[config.mk]
export PLATFORM = sky130hd
export DESIGN_NAME = ldss_top
export DESIGN_NICKNAME = d
export VERILOG_FILES = /design/src/shared/ldss_pkg.sv /design/src/hw/ldss_top.sv
export SDC_FILE = /design/constraint.sdc
export NUM_CORES = 2
export LEC_CHECK = 0
export BUFFER_PORTS_ARGS = -buffer_cell sky130_fd_sc_hd__buf_2
export CORE_MARGIN = 2
export CORE_UTILIZATION = 45
export CTS_BUF_LIST = sky130_fd_sc_hd__clkbuf_8
export DETAILED_ROUTE_END_ITERATION = 6
export SLEW_MARGIN = 40
export SYNTH_ARGS = -nofsm -noshare
export SYNTH_HDL_FRONTEND = slang
export SYNTH_SLANG_ARGS = --single-unit
export TNS_END_PERCENT = 50
[constraint.sdc]
create_clock -name clk_i -period 4.3 [get_ports clk_i]
set_input_delay 0.86 -clock clk_i [delete_from_list [all_inputs] [get_ports clk_i]]
set_output_delay 0.86 -clock clk_i [all_outputs]
set_load 0.01 [all_outputs]
[src/shared/ldss_pkg.sv]
/*
  Package for the table-driven DAC source selector: register offsets,
  field positions, reset values and structs shared by the design.
  Assumes a byte-wide register port with one-cycle read latency.
*/
package ldss_pkg;

  localparam logic [8:0] LDSS_CTRL0_OFS = 9'h080;
  localparam logic [8:0] LDSS_CTRL1_OFS = 9'h081;
  localparam logic [8:0] LDSS_CTRL2_OFS = 9'h082;
  localparam logic [8:0] LDSS_CTRL3_OFS = 9'h083;
  localparam logic [8:0] LDSS_CTRL4_OFS = 9'h084;
  localparam logic [8:0] LDSS_CTRL5_OFS = 9'h085;
  localparam logic [8:0] LDSS_RESULT_OFS = 9'h087;
  localparam logic [8:0] LDSS_TAB1_BASE = 9'h090;
  localparam logic [8:0] LDSS_TAB2_BASE = 9'h0D0;
  localparam logic [8:0] LDSS_TAB2_END = 9'h10F;

  // Control 0 field positions
  localparam int LDSS_C0_REF_BIT = 0;
  localparam int LDSS_C0_INP_BIT = 1;
  localparam int LDSS_C0_FILT_BIT = 2;
  localparam int LDSS_C0_DIR1_BIT = 3;
  localparam int LDSS_C0_DIR2_BIT = 4;
  // Control 1 / 2 row-direct select position
  localparam int LDSS_ROW_SEL_BIT = 7;
  // Control 5 field positions
  localparam int LDSS_C5_FS1_LO = 0;
  localparam int LDSS_C5_FS2_LO = 2;
  localparam int LDSS_C5_DAC1_BIT = 6;
  localparam int LDSS_C5_DAC2_BIT = 7;

  localparam logic [7:0] LDSS_CTRL_RST = 8'h00;
  localparam logic [7:0] LDSS_DAC_HOLD = 8'h00;
  localparam logic [2:0] LDSS_MATCH_NEED = 3'h4;

  typedef struct packed {
    logic ref_source_sel;
    logic conv_input_sel;
    logic result_filter_disable;
    logic ch1_direction_sel;
    logic ch2_direction_sel;
    logic [1:0] ch1_fullscale;
    logic [1:0] ch2_fullscale;
  } ldss_analog_s;

  typedef struct packed {
    logic valid;
    logic [7:0] data;
  } ldss_conv_s;

endpackage

[src/hw/ldss_top.sv]
/*
  Digital control path of the dual table current-DAC controller:
  result filter, result byte, table row selection, DAC source muxing
  and power-up hold. Assumes a free-running converter that presents one
  result per valid pulse, and a recall engine that preloads the
  control and table storage and raises recall_done_i before analog
  power-up.
// How it works
// RL1: result readable at 87h, writes ignored
// RL2: result is plain binary, 00h min to FFh max
// RL3: filter on: publish after four results share top six bits
// RL4: filter off: publish every conversion
// RL5: reference select bit in control 0, zero internal
// RL6: input select bit in control 0, zero internal sensor
// RL7: two 64-byte tables, output is the selected row
// RL8: row address is base 90h or D0h plus six-bit index
// RL9: default row index is result top six bits
// RL10: row-direct bit picks low six bits of control 1 or 2
// RL11: both bits zero: DAC takes the converter-addressed row
// RL12: DAC-direct bit picks control 3 or 4 byte
// RL13: one result feeds both channels, channels independent
// RL14: per-channel direction bit in control 0
// RL15: two-bit full-scale field per channel
// RL16: recall control bits first, then power analog
// RL17: DACs held at 00h until first qualified result
// RL18: filter off: one conversion releases the hold
// RL19: recalled select bits govern the first DAC source
// RL20: channel two DAC-direct bit is control 5 bit 7
// RL21: converter runs continuously without trigger
*/
`timescale 1ns/100ps
module ldss_top
  import ldss_pkg::*;
#(
  parameter int TAB_ROWS = 64
)
(
  input wire logic clk_i,
  input wire logic rst_i,
  input wire logic [8:0] reg_addr_i,
  input wire logic [7:0] reg_wdata_i,
  input wire logic reg_wr_i,
  input wire logic reg_rd_i,
  output logic [7:0] reg_rdata_o,
  input wire logic recall_done_i,
  input wire ldss_conv_s conv_i,
  output logic conv_enable_o,
  output logic analog_pwr_o,
  output ldss_analog_s analog_o,
  output logic [7:0] dac1_o,
  output logic [7:0] dac2_o
);

  typedef enum logic [2:0]
  {
    ST_RECALL = 3'b001,
    ST_WAIT = 3'b010,
    ST_RUN = 3'b100
  } ldss_state_e;

  ldss_state_e state_ff;
  ldss_state_e nxt_state;
  logic [7:0] ctrl_ff [0:5];
  logic [7:0] tab1_ff [0:TAB_ROWS-1];
  logic [7:0] tab2_ff [0:TAB_ROWS-1];
  logic [7:0] result_ff;
  logic [5:0] prev_top_ff;
  logic [2:0] match_ff;
  logic [2:0] nxt_match;
  logic [7:0] rdata_ff;
  logic [7:0] dac1_ff;
  logic [7:0] dac2_ff;

  function automatic logic [7:0] pick_dac(
    input logic dac_sel,
    input logic [7:0] direct_byte,
    input logic [7:0] row_byte
  );
    pick_dac = dac_sel ? direct_byte : row_byte;
  endfunction

  function automatic logic [5:0] pick_row(
    input logic row_sel,
    input logic [7:0] ctrl_byte,
    input logic [5:0] conv_row
  );
    pick_row = row_sel ? ctrl_byte[5:0] : conv_row;
  endfunction

  // Inclusive address span test
  function automatic logic in_span(
    input logic [8:0] addr,
    input logic [8:0] lo,
    input logic [8:0] hi
  );
    in_span = (addr >= lo) && (addr <= hi);
  endfunction

  wire logic filt_off = ctrl_ff[0][LDSS_C0_FILT_BIT];
  wire logic [5:0] new_top = conv_i.data[7:2];
  wire logic top_same = (new_top == prev_top_ff);
  // RL3: four results matching in top six bits
  assign nxt_match = !top_same ? 3'h1 :
    (match_ff == LDSS_MATCH_NEED) ? match_ff : match_ff + 3'h1;
  // Results arriving during recall are dropped
  wire logic take_conv = conv_i.valid && (state_ff != ST_RECALL);
  // RL4: filter bypass
  wire logic publish = take_conv &&
    (filt_off || nxt_match == LDSS_MATCH_NEED);

  // RL9: converter top six bits
  wire logic [5:0] conv_row = result_ff[7:2];
  // RL10: row-direct override
  wire logic [5:0] row1 = pick_row(ctrl_ff[1][LDSS_ROW_SEL_BIT],
    ctrl_ff[1], conv_row);
  wire logic [5:0] row2 = pick_row(ctrl_ff[2][LDSS_ROW_SEL_BIT],
    ctrl_ff[2], conv_row);
  // RL8: base plus row index
  wire logic [8:0] row1_addr = LDSS_TAB1_BASE + {3'h0, row1};
  wire logic [8:0] row2_addr = LDSS_TAB2_BASE + {3'h0, row2};
  // RL7: table outputs at selected row
  wire logic [5:0] tab1_row = 6'(row1_addr - LDSS_TAB1_BASE);
  wire logic [5:0] tab2_row = 6'(row2_addr - LDSS_TAB2_BASE);
  wire logic [7:0] tab1_out = tab1_ff[tab1_row];
  wire logic [7:0] tab2_out = tab2_ff[tab2_row];
  // RL11: default table source
  // RL12: direct byte overrides
  // RL13: channels independent
  // RL20: channel two bit at control 5 bit 7
  wire logic [7:0] dac1_src = pick_dac(ctrl_ff[5][LDSS_C5_DAC1_BIT],
    ctrl_ff[3], tab1_out);
  wire logic [7:0] dac2_src = pick_dac(ctrl_ff[5][LDSS_C5_DAC2_BIT],
    ctrl_ff[4], tab2_out);

  // Address decode shared by write and read paths
  wire logic hit_result = (reg_addr_i == LDSS_RESULT_OFS);
  wire logic hit_ctrl = in_span(reg_addr_i, LDSS_CTRL0_OFS, LDSS_CTRL5_OFS);
  wire logic hit_tab1 = in_span(reg_addr_i, LDSS_TAB1_BASE,
    LDSS_TAB2_BASE - 9'h001);
  wire logic hit_tab2 = in_span(reg_addr_i, LDSS_TAB2_BASE, LDSS_TAB2_END);
  wire logic wr_ctrl = reg_wr_i && hit_ctrl;
  wire logic wr_tab1 = reg_wr_i && hit_tab1;
  wire logic wr_tab2 = reg_wr_i && hit_tab2;
  wire logic [2:0] ctrl_idx = 3'(reg_addr_i - LDSS_CTRL0_OFS);
  wire logic [5:0] tab1_idx = 6'(reg_addr_i - LDSS_TAB1_BASE);
  wire logic [5:0] tab2_idx = 6'(reg_addr_i - LDSS_TAB2_BASE);

  logic [7:0] rd_mux;
  always_comb
  begin
    rd_mux = 8'h00;
    // RL1: read-only result
    if (hit_result)
    begin
      rd_mux = result_ff;
    end
    else if (hit_ctrl)
    begin
      rd_mux = ctrl_ff[ctrl_idx];
    end
    else if (hit_tab1)
    begin
      rd_mux = tab1_ff[tab1_idx];
    end
    else if (hit_tab2)
    begin
      rd_mux = tab2_ff[tab2_idx];
    end
  end

  // RL16: recall before analog power
  always_comb
  begin
    nxt_state = state_ff;
    case (state_ff)
      ST_RECALL:
      begin
        if (recall_done_i)
        begin
          nxt_state = ST_WAIT;
        end
      end
      ST_WAIT:
      begin
        // RL17: first qualified result
        // RL18: one conversion when filter off
        if (publish)
        begin
          nxt_state = ST_RUN;
        end
      end
      default:
      begin
        nxt_state = ST_RUN;
      end
    endcase
  end

  always_ff @(posedge clk_i)
  begin
    if (rst_i)
    begin
      state_ff <= ST_RECALL;
    end
    else
    begin
      state_ff <= nxt_state;
    end
  end

  always_ff @(posedge clk_i)
  begin
    if (rst_i)
    begin
      for (int i = 0; i < 6; i++)
      begin
        ctrl_ff[i] <= LDSS_CTRL_RST;
      end
    end
    else if (wr_ctrl)
    begin
      ctrl_ff[ctrl_idx] <= reg_wdata_i;
    end
  end

  // Table one storage
  always_ff @(posedge clk_i)
  begin
    if (rst_i)
    begin
      for (int i = 0; i < TAB_ROWS; i++)
      begin
        tab1_ff[i] <= 8'h00;
      end
    end
    else if (wr_tab1)
    begin
      tab1_ff[tab1_idx] <= reg_wdata_i;
    end
  end

  // Table two storage
  always_ff @(posedge clk_i)
  begin
    if (rst_i)
    begin
      for (int i = 0; i < TAB_ROWS; i++)
      begin
        tab2_ff[i] <= 8'h00;
      end
    end
    else if (wr_tab2)
    begin
      tab2_ff[tab2_idx] <= reg_wdata_i;
    end
  end

  // RL21: continuous conversion feed
  always_ff @(posedge clk_i)
  begin
    if (rst_i)
    begin
      prev_top_ff <= 6'h00;
      match_ff <= 3'h0;
    end
    else if (take_conv)
    begin
      prev_top_ff <= new_top;
      match_ff <= nxt_match;
    end
  end

  // RL2: plain binary result
  always_ff @(posedge clk_i)
  begin
    if (rst_i)
    begin
      result_ff <= 8'h00;
    end
    else if (publish)
    begin
      result_ff <= conv_i.data;
    end
  end

  // Read data for one cycle, zero when idle
  always_ff @(posedge clk_i)
  begin
    if (rst_i)
    begin
      rdata_ff <= 8'h00;
    end
    else
    begin
      rdata_ff <= reg_rd_i ? rd_mux : 8'h00;
    end
  end

  wire logic dac_run = (state_ff == ST_RUN);
  // RL17: hold DACs at zero
  // RL19: recalled selects from first
  always_ff @(posedge clk_i)
  begin
    if (rst_i)
    begin
      dac1_ff <= LDSS_DAC_HOLD;
    end
    else
    begin
      dac1_ff <= dac_run ? dac1_src : LDSS_DAC_HOLD;
    end
  end

  // Channel two output byte
  always_ff @(posedge clk_i)
  begin
    if (rst_i)
    begin
      dac2_ff <= LDSS_DAC_HOLD;
    end
    else
    begin
      dac2_ff <= dac_run ? dac2_src : LDSS_DAC_HOLD;
    end
  end

  assign reg_rdata_o = rdata_ff;
  assign dac1_o = dac1_ff;
  assign dac2_o = dac2_ff;
  assign conv_enable_o = (state_ff != ST_RECALL);
  assign analog_pwr_o = (state_ff != ST_RECALL);
  // RL5: reference select
  assign analog_o.ref_source_sel = ctrl_ff[0][LDSS_C0_REF_BIT];
  // RL6: input select
  assign analog_o.conv_input_sel = ctrl_ff[0][LDSS_C0_INP_BIT];
  assign analog_o.result_filter_disable = filt_off;
  // RL14: per-channel direction
  assign analog_o.ch1_direction_sel = ctrl_ff[0][LDSS_C0_DIR1_BIT];
  assign analog_o.ch2_direction_sel = ctrl_ff[0][LDSS_C0_DIR2_BIT];
  // RL15: full-scale fields
  assign analog_o.ch1_fullscale = ctrl_ff[5][LDSS_C5_FS1_LO +: 2];
  assign analog_o.ch2_fullscale = ctrl_ff[5][LDSS_C5_FS2_LO +: 2];

endmodule

After elaboration in Yosys (flattened, before gate mapping)
Memory sizes are Yosys's and may differ from the RTL's.
Index checks and enable logic that the tools add are counted.
- output and inout bits: 35
- memories: 3
- flip-flop bits (word level): 44
- memory bits (writable): 1072
- bits of input ports: 31
- logic and storage cells: 84
- $lt $le $gt $ge: 6
- equal/unequal tests: 10
- bitwise gates (word level): 2
- mux-type cells: 33
- reduce and logical (&&, ||, !) cells: 15
- add/subtract/negate cells: 8
- memory list (memory ; words ; width ; read ports ; clocked after Yosys merged registers in ; wr ports ; line ; RTL):
    tab1_ff ; 64 ; 8 ; 2 ; 0 ; 64 ; ldss_top.sv:64 ; logic [7:0] tab1_ff [0:TAB_ROWS-1];
    tab2_ff ; 64 ; 8 ; 2 ; 0 ; 64 ; ldss_top.sv:65 ; logic [7:0] tab2_ff [0:TAB_ROWS-1];
    ctrl_ff ; 6 ; 8 ; 7 ; 0 ; 6 ; ldss_top.sv:63 ; logic [7:0] ctrl_ff [0:5];
- operator list (cell ; number):
    8-bit two-way mux ; 9
    9-bit by 8-bit greater-or-equal comparator with 1-bit output (second input constant) ; 3
    6-bit two-way mux ; 4
    8-bit OR reduction ; 3
    6-bit by 5-bit subtractor with 6-bit output (second input constant) ; 4
    9-bit by 8-bit less-or-equal comparator with 1-bit output (second input constant) ; 2
    3-bit two-way mux ; 5
    1-bit two-way mux ; 14
    5-bit by 6-bit adder with 6-bit output (first input constant) ; 2
    3-bit equality test (second input constant) ; 3
    9-bit by 8-bit equality test with 1-bit output (second input constant) ; 1
    9-bit less-or-equal comparator (second input constant) ; 1
    1-bit logical AND ; 8
    6-bit equality test ; 1
    3-bit one-hot mux with 2 select lines ; 1
    2-bit != test (second input constant) ; 2
    2-bit OR reduction ; 2
    3-bit by 1-bit adder with 3-bit output (second input constant) ; 1
    3-bit by 1-bit equality test with 1-bit output (second input constant) ; 1
    3-bit by 2-bit equality test with 1-bit output (second input constant) ; 1
    3-bit by 1-bit != test with 1-bit output (second input constant) ; 1
    3-bit by 1-bit subtractor with 3-bit output (second input constant) ; 1
    1-bit inverter ; 2
    2-bit AND reduction ; 1
    1-bit logical OR ; 1

Logic depth before layout (Yosys ltp)
- depth after elaboration: 8
- gate-level depth with buffers: 13

Least setup slack after synthesis
OpenSTA, ideal clock, no wires.
- path kind: input -> register
- start: in reg_addr_i[4]
- end: mem tab1_ff[48][0] (enable)
- setup time: 329 ps
- required time: 3971 ps
- stages on the path: 9
- data arrival time: 3135 ps
- setup slack: 836 ps
- cell sequence: clkbuf_1 inv_1 clkbuf_1 ha_1 nand3_1 a311oi_4 nand3_1 nor2_1 or2_1
- RTL lines (element ; line ; RTL):
    start, declared ; ldss_top.sv:40 ; input wire logic [8:0] reg_addr_i,
    end, declared ; ldss_top.sv:64 ;

==> impl_results.md <==
* Dpl hpwl at 165000 um
* # IOs at 66
* Cells after synthesis at 4757
* Worst Setup Start Kind: input pin
* Slew Limit Fails at 0
* Worst hold path class: input pin to register
* DRT iter0 DRCs at 7231
* CP startpoint: reg_addr_i[5]
* Setup-failing EPs final at 0
* Critical R2R Launch: ctrl_ff[2][7]$_SDFFCE_PN0P_
* Post-Syn Area per Cell at 12.8 um^2
* Commonest cells in the netlist: edfxtp_1 (1088), and2_1 (1030), mux4_2 (275)
* Placed cell area at about 64000 um^2
* CTS buffer count at 189
* DIE AREA at 138000 um^2
* Max cap viols at 0
* Setup repair after global routing missed its margin: false
* Clk slew on worst S/H paths at 0.07 ns
* Clock root cell: clkbuf_8
* Leakage power total at 24.2 nW
* Vias in the first global route at 43376
* Tmin final at between 3 and 4 ns
* Vias at 45518
* PortBufs at 65
* Layout cells sized above 1 at between 20% and 30%
* Number of synthesized flops with an enable pin at ~1100
* Clk_skew at about 0.051 ns
* Yosys warns at 0
* Routed wire length at 239000 um
* Core footprint at around 130000 um^2
* Mapped Area at 60800 um^2
* Area growth syn-to-layout at 11.5%
* CP endpoint kind: register
* Final period util at 83.9%
* Top post-synthesis cells by area: edfxtp_1 (54%), and2_1 (11%), mux4_2 (10%)
* Top_reg_cell synth: edfxtp_1
* Placed insts at ~6500
* H-Tree Depth at 4
* Worst EP arrival at around 4.2 ns
* Drt drc at 0
* Final Wtd Congestion at slightly above 1
* Vias per cell at 6.68
* Worst-path cell chain: buf_2 > inv_1 > ha_1 > nand3_1 > a311o_1 > nor2_1 > nand2_1 > nor2_1 > or2_2
* R2R Setup Slk at 0.73 ns
* Capture point of the worst path: tab1_ff[40][3]$_SDFFCE_PN0P_
* Initial antenna violation count at 14
* First-pass GRT wire length at roughly 330000 um
* Average wire per standard cell at between 30 and 40 um
* Status: complete, no violations
* Nets@finish at 4922
* Worst reg2reg path depth at 7
* Clk buf depth at 3
* Ys async rst share at 0%
* Slowest CP cell: nand2_1
* Clock latency on the worst-skew pair at 0.96 ns
* Yosys top cell area share at 53.7%
* Setup TNS at 0 ns
* CP max FO at 9
* Worst R2R End: dac2_o[0]$_SDFF_PP0_
* Largest net degree at the start of global routing at 114
* Design area at 67800 um^2
* Pwr dens at between 300 and 400 nW/um^2
* Flops & latches, synth at 1132
* Total Routing Usage GR at 34.3%
* Cell mode on critical path: nor2_1
* Crit Path Category: input pin to register
* Relative slew slack at 34.5%
* Final Util at about half
* Synth unique cells at 87
* Count leader, synth: edfxtp_1
* Rows at about 130
* Synth area leader: edfxtp_1
* Die Wd at 372 um
* ANT nets after route at 0
* TritonCTS clock tree: built
* Initial Util at between 40 and 50%
* GRT overflow at 0
* Post-synthesis sequential area ratio at 55.2%
* DR pass1 iterations at 6
* Required @ worst endpoint at 4.94 ns
* Maximum vdd drop at ~0.33 mV
* Slew @ Worst Pin at 0.982 ns
* DIE HEIGHT at 372 um
* Hold Vio Cnt, Final at 0
* Clk sinks at roughly 1100
* Post-CTS Setup Inserts at 0
* Slowest stage delay, CP at 0.56 ns
* Fmax at around 0.28 GHz
* Hold buffers post-CTS at 0
* Non-filler cells, final at roughly 6800
* Resized cells post-CTS at 0
report_power, final:
| part | leakage [nW] | internal, mW | switching [mW] |
|---|---|---|---|
| Combinational | 11.4 | 1.28 | 2.22 |
| Clock | 2.05 | 4.89 | 4.68 |
| Sequential | 10.7 | 12.6 | 0.520 |
through the flow:
stage               power, mW  worst slack [ns]  hold slack (ns)
CTS                      26.1             0.877           0.0304
floorplan                15.1             0.836            0.450
global placement         16.7          -0.00473            0.457
detailed placement       16.7           -0.0837            0.462
finish                   26.2             0.691            0.106
global route             26.8             0.665           0.0961
cell usage in the layout (no fill, tap or decap), types with 109 or more instances in the layout:
cell / synthesis / layout
edfxtp_1: 1088 / 1088
and2_1: 1030 / 1030
mux4_2: 275 / 275
buf_4: 44 / 248
nor2_1: 238 / 233
clkbuf_8: 0 / 200
mux2i_1: 168 / 162
nand2_1: 152 / 149
a21oi_1: 143 / 143
or2_2: 129 / 129
nand3_1: 123 / 122
a22oi_1: 117 / 117
mux2_2: 112 / 112
o21ai_0: 111 / 109
routing by layer:
metal	GRT usage, %	vias to the layer above	share of wire, %
li1	-	18333	-
met1	45.8	22754	38
met2	50.1	3639	43
met3	11.9	776	14
met4	16.0	16	5.2
met5	0	-	0.044
critical path, delay by kind of cell:
| kind | cells | cell delay, ns |
|---|---|---|
| and+or+nand+nor | 5 | 2.20 |
| AOI/OAI and AO/OA | 1 | 0.49 |
| adders and majority gates | 1 | 0.37 |
| buffers and inverters | 2 | 0.31 |
state kept, by name, summed over array words and instances (netlist names):
register and flops:
tab1_ff 512, tab2_ff 512, ctrl_ff 64, dac1_o 8
dac2_o 8, reg_rdata_o 8, result_ff 8, prev_top_ff 6
match_ff 3, state_ff 3
layout make-up:
cell class | instances | area (um^2)
clock buffer | 199 | 2740
multi-input combinational | 3201 | 25500
sequential | 1132 | 33600
timing repair buffer | 338 | 2830
inverter | 23 | 86.3
fill | 11570 | 66000
antenna | 7 | 17.5
tap | 1768 | 2210
clock inverter | 142 | 898
logic make-up after synthesis:
kind of cell | Yosys count | synth area share (%)
adder cells (fa/ha/maj) | 6 | 0.123
flip-flops | 1132 | 55.2
other | 1 | 0.00616
buffers and inverters | 439 | 3.40
XOR/XNOR | 6 | 0.0864
AND/OR/NAND/NOR | 1826 | 17.0
multiplexers | 557 | 15.1
AO/OA/AOI/OAI | 790 | 9.14
worst min-delay path by stage:
stage	start	endpoint	slack (ns)	cells after the start
after CTS	recall_done_i	state_ff[0]$_SDFFE_PP1P_	0.03	2
after detailed placement	prev_top_ff[5]$_SDFFE_PP0P_	prev_top_ff[5]$_SDFFE_PP0P_	0.46	2
after floorplan	prev_top_ff[0]$_SDFFE_PP0P_	prev_top_ff[0]$_SDFFE_PP0P_	0.45	2
after global routing	recall_done_i	state_ff[0]$_SDFFE_PP1P_	0.1	2
final	recall_done_i	state_ff[0]$_SDFFE_PP1P_	0.11	2
after global placement	prev_top_ff[4]$_SDFFE_PP0P_	prev_top_ff[4]$_SDFFE_PP0P_	0.46	2
(Power assumes the default switching activity.)
